**src/rtl/dofd_pkg.sv**
```systemverilog
// constants, field positions and encodings for the operand field decoder
package dofd_pkg;
  localparam int OPC_HI      = 23;
  localparam int OPC_LO      = 16;
  localparam int WB_HI       = 19;
  localparam int WB_LO       = 16;
  localparam int SIZE_HI     = 15;
  localparam int SIZE_LO     = 14;
  localparam int WD_MODE_HI  = 13;
  localparam int WD_MODE_LO  = 11;
  localparam int WD_HI       = 10;
  localparam int WD_LO       = 7;
  localparam int WS_MODE_HI  = 6;
  localparam int WS_MODE_LO  = 4;
  localparam int WS_HI       = 3;
  localparam int WS_LO       = 0;
  localparam int BIT_POSITION_FIELD_HI     = 15;
  localparam int BIT_POSITION_FIELD_LO     = 12;
  localparam int FILE_HI     = 12;
  localparam int FILE_LO     = 0;
  localparam int FILE_DEFAULT_WORKING_REG   = 13;
  localparam int SHADOW_BIT  = 20;
  localparam int TEN_BIT_UNSIGNED_LITERAL_HI    = 13;
  localparam int TEN_BIT_UNSIGNED_LITERAL_LO    = 4;
  localparam int PROGRAM_ADDRESS_LITERAL_HI    = 22;
  localparam int PROGRAM_ADDRESS_LITERAL_LO    = 0;
  localparam int ACC_BIT     = 15;
  localparam int PAIR_HI     = 18;
  localparam int PAIR_LO     = 16;
  localparam int SQR_HI      = 17;
  localparam int SQR_LO      = 16;
  localparam int XD_HI       = 13;
  localparam int XD_LO       = 12;
  localparam int YD_HI       = 11;
  localparam int YD_LO       = 10;
  localparam int XM_HI       = 9;
  localparam int XM_LO       = 6;
  localparam int YM_HI       = 5;
  localparam int YM_LO       = 2;
  localparam int AWB_HI      = 1;
  localparam int AWB_LO      = 0;
  localparam int CPU_FLAGS   = 5;
  localparam int DSP_FLAGS   = 4;

  localparam logic [7:0]  NOP_OPCODE    = 8'h00;
  localparam logic [3:0]  DEFAULT_WORKING_REG_NUM      = 4'h0;
  localparam logic [3:0]  REG_W4        = 4'h4;
  localparam logic [3:0]  REG_W8        = 4'h8;
  localparam logic [3:0]  REG_W10       = 4'hA;
  localparam logic [3:0]  REG_W12       = 4'hC;
  localparam logic [3:0]  REG_W13       = 4'hD;
  localparam logic [2:0]  AWB_STEP      = 3'h2;
  localparam logic [9:0]  BYTE_LIT_MAX  = 10'h0FF;
  localparam logic [2:0]  PAIR_MAX      = 3'h5;
  localparam logic [3:0]  PF_SECOND     = 4'h7;
  localparam logic [3:0]  PF_INDEXED    = 4'hE;
  localparam logic [3:0]  PF_NONE       = 4'hF;
  localparam logic [4:0]  CPU_FLAG_RST  = 5'h00;
  localparam logic [3:0]  DSP_FLAG_RST  = 4'h0;

  typedef enum logic [1:0] {
    DOFD_SZ_WORD  = 2'h0,
    DOFD_SZ_BYTE  = 2'h1,
    DOFD_SZ_DWORD = 2'h2,
    DOFD_SZ_WORD2 = 2'h3
  } dofd_size_e;

  typedef enum logic [1:0] {
    DOFD_AWB_NONE  = 2'h0,
    DOFD_AWB_REG   = 2'h1,
    DOFD_AWB_POST  = 2'h2,
    DOFD_AWB_NONE2 = 2'h3
  } dofd_awb_e;

  typedef enum logic [2:0] {
    DOFD_AM_DIRECT  = 3'h0,
    DOFD_AM_IND     = 3'h1,
    DOFD_AM_POSTINC = 3'h2,
    DOFD_AM_POSTDEC = 3'h3,
    DOFD_AM_PREINC  = 3'h4,
    DOFD_AM_PREDEC  = 3'h5,
    DOFD_AM_INDEX   = 3'h6,
    DOFD_AM_INDEX2  = 3'h7
  } dofd_amode_e;
endpackage

```
**src/rtl/dofd_decoder.sv**
```systemverilog
// operand field decoder with cpu and dsp status flags
`timescale 1ns/1ps
`default_nettype none
module dofd_decoder
  import dofd_pkg::*;
(
  input  wire logic                 sys_clk,
  input  wire logic                 sys_rst,
  input  wire logic        [23:0]   instr_word,
  input  wire logic                 instr_valid,
  input  wire logic                 dsp_field_sel,
  input  wire logic        [4:0]    alu_flag_we,
  input  wire logic        [4:0]    alu_flag_in,
  input  wire logic        [3:0]    dsp_flag_we,
  input  wire logic        [3:0]    dsp_flag_in,
  output logic                      dec_valid,
  output logic                      is_nop,
  output logic             [7:0]    opcode,
  output logic             [3:0]    base_work_reg,
  output logic             [3:0]    src_reg,
  output logic             [2:0]    src_mode,
  output logic             [3:0]    dst_reg,
  output logic             [2:0]    dst_mode,
  output logic                      mode_err,
  output logic             [3:0]    default_working_reg,
  output logic             [12:0]   file_reg_addr,
  output logic                      file_dest_default_working_reg,
  output logic             [3:0]    bit_position_field,
  output logic             [1:0]    operand_size,
  output logic             [9:0]    ten_bit_unsigned_literal,
  output logic                      lit_range_err,
  output logic             [15:0]   ten_bit_signed_literal,
  output logic             [22:0]   program_address_literal,
  output logic                      prog_addr_err,
  output logic                      shadow_sel,
  output logic                      acc_sel,
  output logic             [1:0]    acc_writeback_dest,
  output logic                      awb_en,
  output logic                      awb_indirect,
  output logic             [3:0]    awb_reg,
  output logic             [2:0]    awb_step,
  output logic             [3:0]    mul_reg_a,
  output logic             [3:0]    mul_reg_b,
  output logic                      pair_err,
  output logic             [3:0]    square_operand_reg,
  output logic                      x_pf_en,
  output logic             [3:0]    x_pf_reg,
  output logic signed      [3:0]    x_pf_step,
  output logic                      x_pf_indexed,
  output logic             [3:0]    x_pf_dest,
  output logic                      y_pf_en,
  output logic             [3:0]    y_pf_reg,
  output logic signed      [3:0]    y_pf_step,
  output logic                      y_pf_indexed,
  output logic             [3:0]    y_pf_dest,
  output logic             [3:0]    pf_index_reg,
  output logic                      carry_flag,
  output logic                      digit_carry_flag,
  output logic                      negative_flag,
  output logic                      overflow_flag,
  output logic                      zero_flag,
  output logic                      acc_a_overflow_flag,
  output logic                      acc_b_overflow_flag,
  output logic                      acc_a_saturate_flag,
  output logic                      acc_b_saturate_flag
);
  // combinational decode of the current word
  logic              nxt_is_nop;
  logic        [7:0] nxt_opcode;
  logic        [2:0] nxt_src_mode;
  logic        [2:0] nxt_dst_mode;
  logic              nxt_mode_err;
  logic        [1:0] nxt_size;
  logic              nxt_lit_err;
  logic       [15:0] nxt_slit;
  logic              nxt_prog_err;
  logic              nxt_awb_en;
  logic              nxt_awb_ind;
  logic        [3:0] nxt_mul_a;
  logic        [3:0] nxt_mul_b;
  logic              nxt_pair_err;
  logic        [2:0] pair_code;
  logic        [3:0] x_reg_d;
  logic signed [3:0] x_step_d;
  logic              x_idx_d;
  logic              x_en_d;
  logic        [3:0] y_reg_d;
  logic signed [3:0] y_step_d;
  logic              y_idx_d;
  logic              y_en_d;

  // registered outputs
  logic        dec_valid_ff;
  logic        is_nop_ff;
  logic [7:0]  opcode_ff;
  logic [3:0]  base_ff;
  logic [3:0]  src_reg_ff;
  logic [2:0]  src_mode_ff;
  logic [3:0]  dst_reg_ff;
  logic [2:0]  dst_mode_ff;
  logic        mode_err_ff;
  logic [12:0] file_addr_ff;
  logic        file_default_working_reg_ff;
  logic [3:0]  bit_pos_ff;
  logic [1:0]  size_ff;
  logic [9:0]  ulit_ff;
  logic        lit_err_ff;
  logic [15:0] slit_ff;
  logic [22:0] prog_ff;
  logic        prog_err_ff;
  logic        shadow_ff;
  logic        acc_ff;
  logic [1:0]  awb_code_ff;
  logic        awb_en_ff;
  logic        awb_ind_ff;
  logic [3:0]  mul_a_ff;
  logic [3:0]  mul_b_ff;
  logic        pair_err_ff;
  logic [3:0]  sqr_ff;
  logic        x_en_ff;
  logic [3:0]  x_reg_ff;
  logic [3:0]  x_step_ff;
  logic        x_idx_ff;
  logic [3:0]  x_dest_ff;
  logic        y_en_ff;
  logic [3:0]  y_reg_ff;
  logic [3:0]  y_step_ff;
  logic        y_idx_ff;
  logic [3:0]  y_dest_ff;
  logic [CPU_FLAGS-1:0] cpu_flags_ff;
  logic [DSP_FLAGS-1:0] dsp_flags_ff;

  dofd_prefetch_decode u_x_pf (
    .mode_code (instr_word[XM_HI:XM_LO]),
    .first_reg (REG_W8),
    .addr_reg  (x_reg_d),
    .step      (x_step_d),
    .indexed   (x_idx_d),
    .enable    (x_en_d)
  );

  dofd_prefetch_decode u_y_pf (
    .mode_code (instr_word[YM_HI:YM_LO]),
    .first_reg (REG_W10),
    .addr_reg  (y_reg_d),
    .step      (y_step_d),
    .indexed   (y_idx_d),
    .enable    (y_en_d)
  );

  // all fields are pulled out in parallel; the opcode decides which are used
  always_comb begin
    nxt_opcode   = instr_word[OPC_HI:OPC_LO];
    nxt_is_nop   = (nxt_opcode == NOP_OPCODE);
    nxt_src_mode = instr_word[WS_MODE_HI:WS_MODE_LO];
    nxt_dst_mode = instr_word[WD_MODE_HI:WD_MODE_LO];
    // indexed form only exists on the dsp source/destination fields
    nxt_mode_err = !dsp_field_sel &&
                   ((nxt_src_mode == DOFD_AM_INDEX) || (nxt_src_mode == DOFD_AM_INDEX2) ||
                    (nxt_dst_mode == DOFD_AM_INDEX) || (nxt_dst_mode == DOFD_AM_INDEX2));
    unique case (instr_word[SIZE_HI:SIZE_LO])
      DOFD_SZ_BYTE:  nxt_size = DOFD_SZ_BYTE;
      DOFD_SZ_DWORD: nxt_size = DOFD_SZ_DWORD;
      default:       nxt_size = DOFD_SZ_WORD;
    endcase
    nxt_lit_err  = (nxt_size == DOFD_SZ_BYTE) &&
                   (instr_word[TEN_BIT_UNSIGNED_LITERAL_HI:TEN_BIT_UNSIGNED_LITERAL_LO] > BYTE_LIT_MAX);
    nxt_slit     = {{6{instr_word[TEN_BIT_UNSIGNED_LITERAL_HI]}}, instr_word[TEN_BIT_UNSIGNED_LITERAL_HI:TEN_BIT_UNSIGNED_LITERAL_LO]};
    nxt_prog_err = instr_word[PROGRAM_ADDRESS_LITERAL_LO];
  end

  always_comb begin
    unique case (instr_word[AWB_HI:AWB_LO])
      DOFD_AWB_REG: begin
        nxt_awb_en  = 1'b1;
        nxt_awb_ind = 1'b0;
      end
      DOFD_AWB_POST: begin
        nxt_awb_en  = 1'b1;
        nxt_awb_ind = 1'b1;
      end
      default: begin
        nxt_awb_en  = 1'b0;
        nxt_awb_ind = 1'b0;
      end
    endcase
  end

  // pairs in order 4x5, 4x6, 4x7, 5x6, 5x7, 6x7; codes 6 and 7 are illegal
  always_comb begin
    pair_code    = instr_word[PAIR_HI:PAIR_LO];
    nxt_pair_err = (pair_code > PAIR_MAX);
    nxt_mul_a    = REG_W4;
    nxt_mul_b    = REG_W4 + 4'h1;
    unique case (pair_code)
      3'h0: begin
        nxt_mul_a = REG_W4;
        nxt_mul_b = REG_W4 + 4'h1;
      end
      3'h1: begin
        nxt_mul_a = REG_W4;
        nxt_mul_b = REG_W4 + 4'h2;
      end
      3'h2: begin
        nxt_mul_a = REG_W4;
        nxt_mul_b = REG_W4 + 4'h3;
      end
      3'h3: begin
        nxt_mul_a = REG_W4 + 4'h1;
        nxt_mul_b = REG_W4 + 4'h2;
      end
      3'h4: begin
        nxt_mul_a = REG_W4 + 4'h1;
        nxt_mul_b = REG_W4 + 4'h3;
      end
      3'h5: begin
        nxt_mul_a = REG_W4 + 4'h2;
        nxt_mul_b = REG_W4 + 4'h3;
      end
      default: begin
        nxt_mul_a = REG_W4;
        nxt_mul_b = REG_W4 + 4'h1;
      end
    endcase
  end

  always_ff @(posedge sys_clk or posedge sys_rst) begin
    if (sys_rst) begin
      dec_valid_ff <= 1'b0;
    end else begin
      dec_valid_ff <= instr_valid;
    end
  end

  // general working register fields and file register forms
  always_ff @(posedge sys_clk or posedge sys_rst) begin
    if (sys_rst) begin
      is_nop_ff    <= 1'b1;
      opcode_ff    <= NOP_OPCODE;
      base_ff      <= 4'h0;
      src_reg_ff   <= 4'h0;
      src_mode_ff  <= 3'h0;
      dst_reg_ff   <= 4'h0;
      dst_mode_ff  <= 3'h0;
      mode_err_ff  <= 1'b0;
      file_addr_ff <= 13'h0000;
      file_default_working_reg_ff <= 1'b0;
      bit_pos_ff   <= 4'h0;
    end else if (instr_valid) begin
      is_nop_ff    <= nxt_is_nop;
      opcode_ff    <= nxt_opcode;
      base_ff      <= instr_word[WB_HI:WB_LO];
      src_reg_ff   <= instr_word[WS_HI:WS_LO];
      src_mode_ff  <= nxt_src_mode;
      dst_reg_ff   <= instr_word[WD_HI:WD_LO];
      dst_mode_ff  <= nxt_dst_mode;
      mode_err_ff  <= nxt_mode_err;
      file_addr_ff <= instr_word[FILE_HI:FILE_LO];
      file_default_working_reg_ff <= instr_word[FILE_DEFAULT_WORKING_REG];
      bit_pos_ff   <= instr_word[BIT_POSITION_FIELD_HI:BIT_POSITION_FIELD_LO];
    end
  end

  // size, literals and shadow select
  always_ff @(posedge sys_clk or posedge sys_rst) begin
    if (sys_rst) begin
      size_ff     <= DOFD_SZ_WORD;
      ulit_ff     <= 10'h000;
      lit_err_ff  <= 1'b0;
      slit_ff     <= 16'h0000;
      prog_ff     <= 23'h000000;
      prog_err_ff <= 1'b0;
      shadow_ff   <= 1'b0;
    end else if (instr_valid) begin
      size_ff     <= nxt_size;
      ulit_ff     <= instr_word[TEN_BIT_UNSIGNED_LITERAL_HI:TEN_BIT_UNSIGNED_LITERAL_LO];
      lit_err_ff  <= nxt_lit_err;
      slit_ff     <= nxt_slit;
      prog_ff     <= instr_word[PROGRAM_ADDRESS_LITERAL_HI:PROGRAM_ADDRESS_LITERAL_LO];
      prog_err_ff <= nxt_prog_err;
      shadow_ff   <= instr_word[SHADOW_BIT];
    end
  end

  // accumulator, write-back and multiply operands
  always_ff @(posedge sys_clk or posedge sys_rst) begin
    if (sys_rst) begin
      acc_ff      <= 1'b0;
      awb_code_ff <= DOFD_AWB_NONE;
      awb_en_ff   <= 1'b0;
      awb_ind_ff  <= 1'b0;
      mul_a_ff    <= REG_W4;
      mul_b_ff    <= REG_W4;
      pair_err_ff <= 1'b0;
      sqr_ff      <= REG_W4;
    end else if (instr_valid) begin
      acc_ff      <= instr_word[ACC_BIT];
      awb_code_ff <= instr_word[AWB_HI:AWB_LO];
      awb_en_ff   <= nxt_awb_en;
      awb_ind_ff  <= nxt_awb_ind;
      mul_a_ff    <= nxt_mul_a;
      mul_b_ff    <= nxt_mul_b;
      pair_err_ff <= nxt_pair_err;
      sqr_ff      <= REG_W4 + {2'b00, instr_word[SQR_HI:SQR_LO]};
    end
  end

  // prefetch address modes and destinations
  always_ff @(posedge sys_clk or posedge sys_rst) begin
    if (sys_rst) begin
      x_en_ff   <= 1'b0;
      x_reg_ff  <= 4'h0;
      x_step_ff <= 4'h0;
      x_idx_ff  <= 1'b0;
      x_dest_ff <= REG_W4;
      y_en_ff   <= 1'b0;
      y_reg_ff  <= 4'h0;
      y_step_ff <= 4'h0;
      y_idx_ff  <= 1'b0;
      y_dest_ff <= REG_W4;
    end else if (instr_valid) begin
      x_en_ff   <= x_en_d;
      x_reg_ff  <= x_reg_d;
      x_step_ff <= x_step_d;
      x_idx_ff  <= x_idx_d;
      x_dest_ff <= REG_W4 + {2'b00, instr_word[XD_HI:XD_LO]};
      y_en_ff   <= y_en_d;
      y_reg_ff  <= y_reg_d;
      y_step_ff <= y_step_d;
      y_idx_ff  <= y_idx_d;
      y_dest_ff <= REG_W4 + {2'b00, instr_word[YD_HI:YD_LO]};
    end
  end

  // flags load per bit from the datapath, independent of decode
  genvar gi;
  generate
    for (gi = 0; gi < CPU_FLAGS; gi++) begin : g_cpu_flag
      always_ff @(posedge sys_clk or posedge sys_rst) begin
        if (sys_rst) begin
          cpu_flags_ff[gi] <= CPU_FLAG_RST[gi];
        end else if (alu_flag_we[gi]) begin
          cpu_flags_ff[gi] <= alu_flag_in[gi];
        end
      end
    end
    for (gi = 0; gi < DSP_FLAGS; gi++) begin : g_dsp_flag
      always_ff @(posedge sys_clk or posedge sys_rst) begin
        if (sys_rst) begin
          dsp_flags_ff[gi] <= DSP_FLAG_RST[gi];
        end else if (dsp_flag_we[gi]) begin
          dsp_flags_ff[gi] <= dsp_flag_in[gi];
        end
      end
    end
  endgenerate

  assign dec_valid                = dec_valid_ff;
  assign is_nop                   = is_nop_ff;
  assign opcode                   = opcode_ff;
  assign base_work_reg            = base_ff;
  assign src_reg                  = src_reg_ff;
  assign src_mode                 = src_mode_ff;
  assign dst_reg                  = dst_reg_ff;
  assign dst_mode                 = dst_mode_ff;
  assign mode_err                 = mode_err_ff;
  assign default_working_reg      = DEFAULT_WORKING_REG_NUM;
  assign file_reg_addr            = file_addr_ff;
  assign file_dest_default_working_reg           = file_default_working_reg_ff;
  assign bit_position_field       = bit_pos_ff;
  assign operand_size             = size_ff;
  assign ten_bit_unsigned_literal = ulit_ff;
  assign lit_range_err            = lit_err_ff;
  assign ten_bit_signed_literal   = slit_ff;
  assign program_address_literal  = prog_ff;
  assign prog_addr_err            = prog_err_ff;
  assign shadow_sel               = shadow_ff;
  assign acc_sel                  = acc_ff;
  assign acc_writeback_dest       = awb_code_ff;
  assign awb_en                   = awb_en_ff;
  assign awb_indirect             = awb_ind_ff;
  assign awb_reg                  = REG_W13;
  assign awb_step                 = AWB_STEP;
  assign mul_reg_a                = mul_a_ff;
  assign mul_reg_b                = mul_b_ff;
  assign pair_err                 = pair_err_ff;
  assign square_operand_reg       = sqr_ff;
  assign x_pf_en                  = x_en_ff;
  assign x_pf_reg                 = x_reg_ff;
  assign x_pf_step                = x_step_ff;
  assign x_pf_indexed             = x_idx_ff;
  assign x_pf_dest                = x_dest_ff;
  assign y_pf_en                  = y_en_ff;
  assign y_pf_reg                 = y_reg_ff;
  assign y_pf_step                = y_step_ff;
  assign y_pf_indexed             = y_idx_ff;
  assign y_pf_dest                = y_dest_ff;
  assign pf_index_reg             = REG_W12;
  assign carry_flag               = cpu_flags_ff[0];
  assign digit_carry_flag         = cpu_flags_ff[1];
  assign negative_flag            = cpu_flags_ff[2];
  assign overflow_flag            = cpu_flags_ff[3];
  assign zero_flag                = cpu_flags_ff[4];
  assign acc_a_overflow_flag      = dsp_flags_ff[0];
  assign acc_b_overflow_flag      = dsp_flags_ff[1];
  assign acc_a_saturate_flag      = dsp_flags_ff[2];
  assign acc_b_saturate_flag      = dsp_flags_ff[3];
endmodule
`default_nettype wire

```
**src/rtl/dofd_prefetch_decode.sv**
```systemverilog
// decodes one four-bit prefetch address mode code
`timescale 1ns/1ps
`default_nettype none
module dofd_prefetch_decode
  import dofd_pkg::*;
(
  input  wire logic        [3:0] mode_code,
  input  wire logic        [3:0] first_reg,
  output logic             [3:0] addr_reg,
  output logic signed      [3:0] step,
  output logic                   indexed,
  output logic                   enable
);
  logic [3:0] slot;

  always_comb begin
    slot     = (mode_code < PF_SECOND) ? mode_code : mode_code - PF_SECOND;
    enable   = (mode_code != PF_NONE);
    indexed  = (mode_code == PF_INDEXED);
    addr_reg = (mode_code < PF_SECOND) ? first_reg : first_reg + 4'h1;
    step     = 4'sh0;
    if (!indexed && enable) begin
      unique case (slot)
        4'h0:    step = 4'sh6;
        4'h1:    step = 4'sh4;
        4'h2:    step = 4'sh2;
        4'h4:    step = -4'sh6;
        4'h5:    step = -4'sh4;
        4'h6:    step = -4'sh2;
        default: step = 4'sh0;
      endcase
    end
    if (!enable) begin
      addr_reg = 4'h0;
    end
  end
endmodule
`default_nettype wire

```
**config.mk**
```make
export PLATFORM = sky130hd
export DESIGN_NAME = dofd_decoder
export DESIGN_NICKNAME = d
export VERILOG_FILES = /design/src/rtl/dofd_pkg.sv /design/src/rtl/dofd_decoder.sv /design/src/rtl/dofd_prefetch_decode.sv
export SDC_FILE = /design/constraint.sdc
export NUM_CORES = 1
export LEC_CHECK = 0
export BUFFER_PORTS_ARGS = -buffer_cell sky130_fd_sc_hd__buf_4
export CAP_MARGIN = 10
export CORE_MARGIN = 5
export CORE_UTILIZATION = 47
export CTS_CLUSTER_SIZE = 12
export DETAILED_ROUTE_END_ITERATION = 8
export PLACE_DENSITY = 0.84
export SLEW_MARGIN = 20
export SYNTH_ARGS = -nofsm -noshare
export SYNTH_HDL_FRONTEND = slang
export SYNTH_SLANG_ARGS = --single-unit
```
**constraint.sdc**
```tcl
create_clock -name sys_clk -period 3.7 [get_ports sys_clk]
set_input_delay 0.74 -clock sys_clk [delete_from_list [all_inputs] [get_ports sys_clk]]
set_output_delay 0.74 -clock sys_clk [all_outputs]
set_load 0.02 [all_outputs]
```
# == Word-level counts from Yosys, hierarchy flattened ==
# Cells that the tools add are included.
# classes
addsub,5
magnitude_cmp,4
eq_ne,28
muxes,15
n_reduce_logical,17
# ops
cell,n
case mux 4 bit (6 select lines),2
"== test 4 x 3 -> 1 bit, second input constant",6
2-to-1 mux 4 bit,6
"== test 3 bit, second input constant",6
"adder 3 x 2 -> 4 bit, first input constant",3
case mux 2 bit (2 select lines),3
"greater-than comparator 10 x 8 -> 1 bit, second input constant",1
"== test 4 x 1 -> 1 bit, second input constant",2
"== test 4 x 2 -> 1 bit, second input constant",2
"== test 4 bit, second input constant",2
logical NOT 4 bit,2
logical NOT 8 bit,1
"less-than comparator 4 x 3 -> 1 bit, second input constant",2
"!= test 4 bit, second input constant",2
"subtractor 4 x 3 -> 4 bit, second input constant",2
"== test 2 x 1 -> 1 bit, second input constant",3
"== test 3 x 2 -> 1 bit, second input constant",2
OR reduction 2 bit,3
"== test 2 bit, second input constant",2
logical AND 1 bit,4
2-to-1 mux 1 bit,4
"== test 3 x 1 -> 1 bit, second input constant",1
"greater-than comparator 3 bit, second input constant",1
logical NOT 1 bit,3
2 further kinds,4
# totals
in_bits,46
elab_cells,115
regBits,150
out_inout_bits,171

# == Longest topological paths before layout ==
# Gate-level depths: netlist (run 1).
# depth
ltp_word,5
depth_mapped,7
depth_no_buf,6

# == Hierarchy ==
# A second synthesis (run 1) with hierarchy kept.
# hier_totals
hier_cells,362
area_unflattened_um2,3932.5
# by_module_without_submodules
module,area_per_inst_um2,n_inst,seq_area_each_um2,cells_per_inst
dofd_decoder,3326.9,1,1652.8,270
dofd_prefetch_decode,302.8,2,0.0,46

# == Least setup slack after synthesis (run 1) ==
# Ideal clock, no wire load.
# synth_timing
kind,input-to-reg
from,input port instr_word[2]
to,register y_step_ff[3] (netlist: y_pf_step[3])
n_path_buf,1
required_time_ns,3.575
path_stages,7
path_slack_ns,1.570
setup_time_ns,0.125
arrival_ns,2.004
cell_sequence,buf_2 inv_1 ha_1 or3b_1 o221ai_2 a21oi_2 mux2_4
# synth_via
elab_chain_cells,5
word_cells_on_any_way,15
cone_classes,add/sub: 1; order compare: 1; eq/ne: 7; mux: 3; reduce/logical: 3
# synth_lines
item,line_no,source
"start, declared",dofd_decoder.sv:9,"input wire logic [23:0] instr_word,"
subtractor 4 x 3 -> 4 bit or less-than comparator 4 x 3 -> 1 bit (tied branches),dofd_prefetch_decode.sv:17,slot = (mode_code < PF_SECOND) ? mode_code : mode_code - PF_SECOND;
2-to-1 mux 4 bit,dofd_prefetch_decode.sv:17,
== test 4 x 3 -> 1 bit (tied with other cells),dofd_prefetch_decode.sv:23,unique case (slot)
case mux 4 bit (6 select lines),dofd_prefetch_decode.sv:23,
2-to-1 mux 4 bit (*),dofd_prefetch_decode.sv:22,if (!indexed && enable) begin
"end signal, assigned",dofd_decoder.sv:329,y_step_ff <= y_step_d;
"end, declared",dofd_decoder.sv:127,logic [3:0] y_step_ff;
# Every way passes the cells marked *; elsewhere a longest branch is shown, timed or not.
# A chain may end at the register's enable or synchronous reset.

==> flow_metrics.tcl, run 1 <==
set metrics [dict create \
    vias 2546 \
    cts_tree "done" \
    placed_cell_area_mm2 0.004233 \
    gr-usage-met2_pct 28.93 \
    maxSlewHeadroom_pct 51.80 \
    grt_pass1_vias 2526 \
    fmax_mhz 530.6 \
    path_class "reg2out" \
    synth_cell_types 45 \
    largest_reg_flops 8 \
    cp.required_ps 2960 \
    die_h_um 96.63 \
    wirelength_um 7944 \
    min_path_type "in2async" \
    post-route-min-period_ps 1884 \
    pre_cts_ws_ps 1522 \
    drc 0 \
    cts_buffers 9 \
    worstPathMaxFanout 14 \
    muxShareOfSynthArea_pct 12.20 \
    synth-async-reset-ratio_pct 100.0 \
    clockBufferDepth 2 \
    postCtsSetupBuffers 0 \
    yosys-top-cells-area "dfrtp_1 (40%), buf_4 (24%), mux2_2 (6.7%), mux2_1 (4.8%), inv_1 (2.0%)" \
    rr_startpoint "bit_position_field[1]$_DFFE_PP0P_" \
    cp_slowest_cell "dfrtp_1" \
    gp_congestion 0.7393 \
    tightest_slew_ps 722.9 \
    start_util_pct 48.37 \
    critPathBufInv 1 \
    period_share_pct 50.93 \
    hold_violations 0 \
    dieArea_mm2 0.009337 \
    grt_pass1_wl_um 12450 \
    cts_root_buf "clkbuf_8" \
    crit_family "flip-flops" \
    yosysSeqAreaShare_pct 41.18 \
    ys.flop_type "dfrtp_1" \
    synth_compound_area_share_pct 8.265 \
    whs_ps 427.7 \
    leakage_uw 0.002226 \
    start_kind "flip-flop" \
    rsz0062_at_grt "no" \
    grt_usage_pct 16.00 \
    cts_resized 0 \
    crit_path_cell_trace "buf_4" \
    grt_util_met1_pct 17.06 \
    top_usage_layer "met2" \
    cp-startpoint "bit_position_field[1]$_DFFE_PP0P_" \
    syn-cell-area_mm2 0.003527 \
    syn_avg_cell_area_um2 10.19 \
    portBuffers 186 \
    syn_inst 346 \
    core_area_mm2 0.007292 \
    cp_data_arrival_time_ps 1140 \
    ys_seq_elements 58 \
    synth_top_family_by_area "buffers and inverters" \
    viasPerCell 4.646 \
    slew_viol_final 0 \
    cts_sinks 58 \
    yosys.area_share.simple_pct 6.811 \
    die_x_um 96.63 \
    grt_max_degree 68 \
    nets 495 \
    setup_violations 0 \
    fin_ws_ps 1816 \
    synth-edff-count 0 \
    synthAdderAreaFrac_pct 1.774 \
    cpPeakStageDelay_ps 600 \
    cp-end-kind "output port" \
    yosysWarnings 0 \
    rows 31 \
    hold_buffers 0 \
    grtUsageMet3_pct 6.043 \
    dr.pass1.iters 4 \
    synth_xor_area_share_pct 1.242 \
    final_common_cell "buf_4" \
    tns_ps 0 \
    pin_count 217 \
    clock_latency_ps 320 \
    fin_area_mm2 0.004438 \
    synth.top_cell.area_share_pct 40.44 \
    status "finished clean" \
    syn_to_final_growth_pct 25.82 \
    layout_common_cells "buf_4 (187), dfrtp_1 (57), conb_1 (30)" \
    wire_per_inst_um 14.50 \
    h-tree-depth 3 \
    grt_overflow 0 \
    clock_skew_ps 0 \
    clkSlewWorstSetupHoldPaths_ps 70 \
    drive_above_1_share_pct 51.22 \
    antenna_cells 0 \
    antenna_found_initial 0 \
    yosysTopAreaCell "dfrtp_1" \
    cellPowerDensity_mw_per_mm2 451.3 \
    drt_iter0_markers 43 \
    worst_ir_drop_vdd_v 0.0002724 \
    ant_nets 0 \
    max_cap_violations 0 \
    hpwl_um 6202 \
]
routing by layer:
| metal | share of wire (%) | vias to the layer above |
|---|---|---|
| met3 | 9.5 | 11 |
| li1 | - | 1198 |
| met5 | 0 | - |
| met1 | 36 | 1205 |
| met2 | 53 | 132 |
| met4 | 1.5 | 0 |
where the power goes:
group	internal (uW)	switching [uW]	leakage, uW
clock	347	252	0.0000986
combinational	280	373	0.00144
sequential	695	55.3	0.000687
final cells by class:
class	instances	area, um2
clock inverter	4	50.05
clock buffer	12	155.1
sequential	58	1453
fill	593	2854
multi-input combinational	169	1181
inverter	19	71.32
timing repair buffer	187	1404
tap	99	123.9
path summary, 6_finish.rpt:
kind / endpoint / slack [ps] / cells past startpoint
setup / recovery: ten_bit_signed_literal[9] / 1820 / 1
hold / removal: dst_reg[1]$_DFFE_PP0P_ / 430 / 2
setup reg to reg: bit_position_field[1]$_DFFE_PP0P_ / 2740 / 1
hold reg to reg: opcode[7]$_DFFE_PP0P_ / 490 / 1
min in group sys_clk: opcode[7]$_DFFE_PP0P_ / 490 / 1
max in group asynchronous: is_nop$_DFFE_PP1P_ / 2410 / 3
per-stage QoR:
stage,util [%],power [uW],instances
detailed placement,58.05,1423,532
floorplan,-,1254,374
global placement,58.05,1408,532
finish,60.86,2003,548
global route,60.86,2098,548
CTS,60.86,2026,548
cell usage after synthesis (2+ instances only):
cell,number
buf_4,114
dfrtp_1,57
mux2_2,21
inv_1,19
mux2_1,15
a21oi_1,14
nand2_1,12
nor2_1,10
buf_2,9
ha_1,5
o21ai_1,5
o22ai_1,5
nand3_1,4
nand4_1,4
nor2b_1,4
o21ai_0,4
clkbuf_1,3
nor3_1,3
o22a_1,3
xor2_1,3
a22oi_1,2
a31oi_1,2
and2_1,2
conb_1,2
nand2b_1,2
o211ai_1,2
xnor2_1,2
cell families after synthesis:
logic type                 count (synthesis)
buffers and inverters                    147
DFF                                       58
and+or+nand+nor                           47
AOI/OAI and AO/OA                         44
muxes                                     38
adders and majority gates                  5
xor gates and xnor gates                   5
other                                      2
No activity file was read; power rests on OpenSTA's default activity.
==> run 2, diff against run 1 <==
--- a/config.mk
+++ b/config.mk
@@ -8,10 +8,10 @@
 export BUFFER_PORTS_ARGS = -buffer_cell sky130_fd_sc_hd__buf_4
 export CAP_MARGIN = 10
 export CORE_MARGIN = 5
-export CORE_UTILIZATION = 47
+export CORE_UTILIZATION = 44
 export CTS_CLUSTER_SIZE = 12
 export DETAILED_ROUTE_END_ITERATION = 8
-export PLACE_DENSITY = 0.84
+export PLACE_DENSITY = 0.79
 export SLEW_MARGIN = 20
 export SYNTH_ARGS = -nofsm -noshare
 export SYNTH_HDL_FRONTEND = slang
==> constraint.sdc (replaced) <==
create_clock -name sys_clk -period 1.8 [get_ports sys_clk]
set_input_delay 0.36 -clock sys_clk [delete_from_list [all_inputs] [get_ports sys_clk]]
set_output_delay 0.36 -clock sys_clk [all_outputs]
set_load 0.02 [all_outputs]
==> flow_metrics.tcl, run 2 (synthesis results as in run 1) <==
set metrics [dict create \
    status "finished clean" \
    path_class "reg2out" \
    comb_power_share_pct 32.2 \
    switchingPower_uw 1389 \
    power_uw 4216 \
    die_x_um 99.54 \
    postCtsSetupBuffers 0 \
    pwr-share-seq_pct 36.5 \
    dr.pass1.iters 4 \
    drc 0 \
    cp-end-kind "output port" \
    p_int_uw 2828 \
    portBuffers 186 \
    ant_nets 0 \
    hold_violations 0 \
    cts_resized 0 \
    rr_startpoint "bit_position_field[1]$_DFFE_PP0P_" \
    min-delay-start "instr_word[14]" \
    cts_buffers 9 \
    clock_power_share_pct 31.3 \
    layout_common_cells "buf_4 (187), dfrtp_1 (57), conb_1 (30)" \
    die_h_um 99.54 \
    start_util_pct 45.41 \
    pin_count 217 \
    gp_congestion 0.7643 \
    post-route-min-period_ps 1460 \
    cp_slowest_cell "dfrtp_1" \
    grt_max_degree 68 \
    rows 32 \
    period_share_pct 81.11 \
    antenna_cells 0 \
    placed_cell_area_mm2 0.004277 \
    cp_data_arrival_time_ps 1100 \
    cts_root_buf "clkbuf_8" \
    clock_latency_ps 330 \
    core_area_mm2 0.007767 \
    drt_iter0_markers 56 \
    switching_share_pct 32.94 \
    vias 2554 \
    cts_sinks 58 \
    drive_above_1_share_pct 51.33 \
    fin_area_mm2 0.004506 \
    max_cap_violations 0 \
    hold_buffers 1 \
    fmax_mhz 684.9 \
    crit_path_cell_trace "buf_4" \
    clockBufferDepth 2 \
    wire_per_inst_um 14.34 \
    worstPathMaxFanout 14 \
    final_common_cell "buf_4" \
    crit_family "flip-flops" \
    grt_pass1_wl_um 12340 \
    setup_violations 0 \
    clkSlewWorstSetupHoldPaths_ps 70 \
    cpPeakStageDelay_ps 550 \
    leakage_uw 0.002259 \
    nets 498 \
    cp.required_ps 1440 \
    largest_reg_flops 8 \
    worst_ir_drop_vdd_v 0.0005308 \
    clock_skew_ps 0 \
    slew_viol_final 0 \
    critPathBufInv 1 \
    antenna_found_initial 0 \
    hpwl_um 6181 \
    tns_ps 0 \
    h-tree-depth 3 \
    grt_overflow 0 \
    cp-startpoint "bit_position_field[1]$_DFFE_PP0P_" \
    grt_pass1_vias 2588 \
    cellPowerDensity_mw_per_mm2 935.8 \
    syn_to_final_growth_pct 27.74 \
    cts_tree "done" \
    dieArea_mm2 0.009907 \
    start_kind "flip-flop" \
    min_path_type "in2reg" \
    n_fill_cell 662 \
    grt_usage_pct 15.41 \
    rsz0062_at_grt "no" \
    viasPerCell 4.610 \
    wirelength_um 7943 \
]
run 2: cell count changes in the layout (fill, tap and decap cells not counted):
| cell | change |
|---|---|
| buf_12 | +2 |
| bufinv_16 | +1 |
| clkbuf_8 | -1 |
| clkinv_2 | +1 |
| clkinvlp_4 | -1 |
| dlygate4sd3_1 | +1 |
run 2: layout make-up:
cell class / instances / area (um2) / area share, %
Clock inverter: 5 / 77.57 / 1.722
Sequential cell: 58 / 1453 / 32.24
Tap cell: 102 / 127.6 / 2.833
Timing Repair Buffer: 190 / 1454 / 32.27
Clock buffer: 11 / 141.4 / 3.138
Multi-Input combinational cell: 169 / 1181 / 26.21
Inverter: 19 / 71.32 / 1.583
run 2: per-stage QoR:
step                setup slack, ps  util, %  std cells  hold slack (ps)
finish                        339.9    58.01        554            211.2
global route                  232.0    58.01        554            201.6
CTS                           300.8    58.01        554            190.9
detailed placement            50.32    55.06        537            319.7
global placement              86.08    55.06        537            322.8
floorplan                     13.67        -        374            391.4
run 2: metal layers:
layer / vias to the layer above / routed length [um] / GRT usage [%]
met2: 135 / 4229 / 28.36
met3: 15 / 852 / 5.610
met1: 1194 / 2766 / 16.18
li1: 1210 / - / -
met4: 0 / 94 / 5.042
met5: - / 0 / 0
run 2: power by group through the flow:
| stage | logic [uW] | registers (uW) | clock network [uW] |
|---|---|---|---|
| 3_5_place_dp | 1370 | 1570 | 0 |
| 6_report | 1360 | 1540 | 1320 |
| 2_1_floorplan | 872 | 1710 | 0 |
| 5_1_grt | 1430 | 1570 | 1430 |
| 3_3_place_gp | 1350 | 1560 | 0 |
| 4_1_cts | 1370 | 1540 | 1370 |
run 2: worst paths after layout:
kind | end | slack [ps] | cells past startpoint
min in group asynchronous | acc_b_saturate_flag$_DFFE_PP0P_ | 520 | 3
min reg2reg | is_nop$_DFFE_PP1P_ | 490 | 2
max in group asynchronous | is_nop$_DFFE_PP1P_ | 680 | 4
max reg2reg | bit_position_field[1]$_DFFE_PP0P_ | 870 | 1
max | ten_bit_signed_literal[14] | 340 | 1
min | operand_size[1]$_DFFE_PP0P_ | 210 | 2
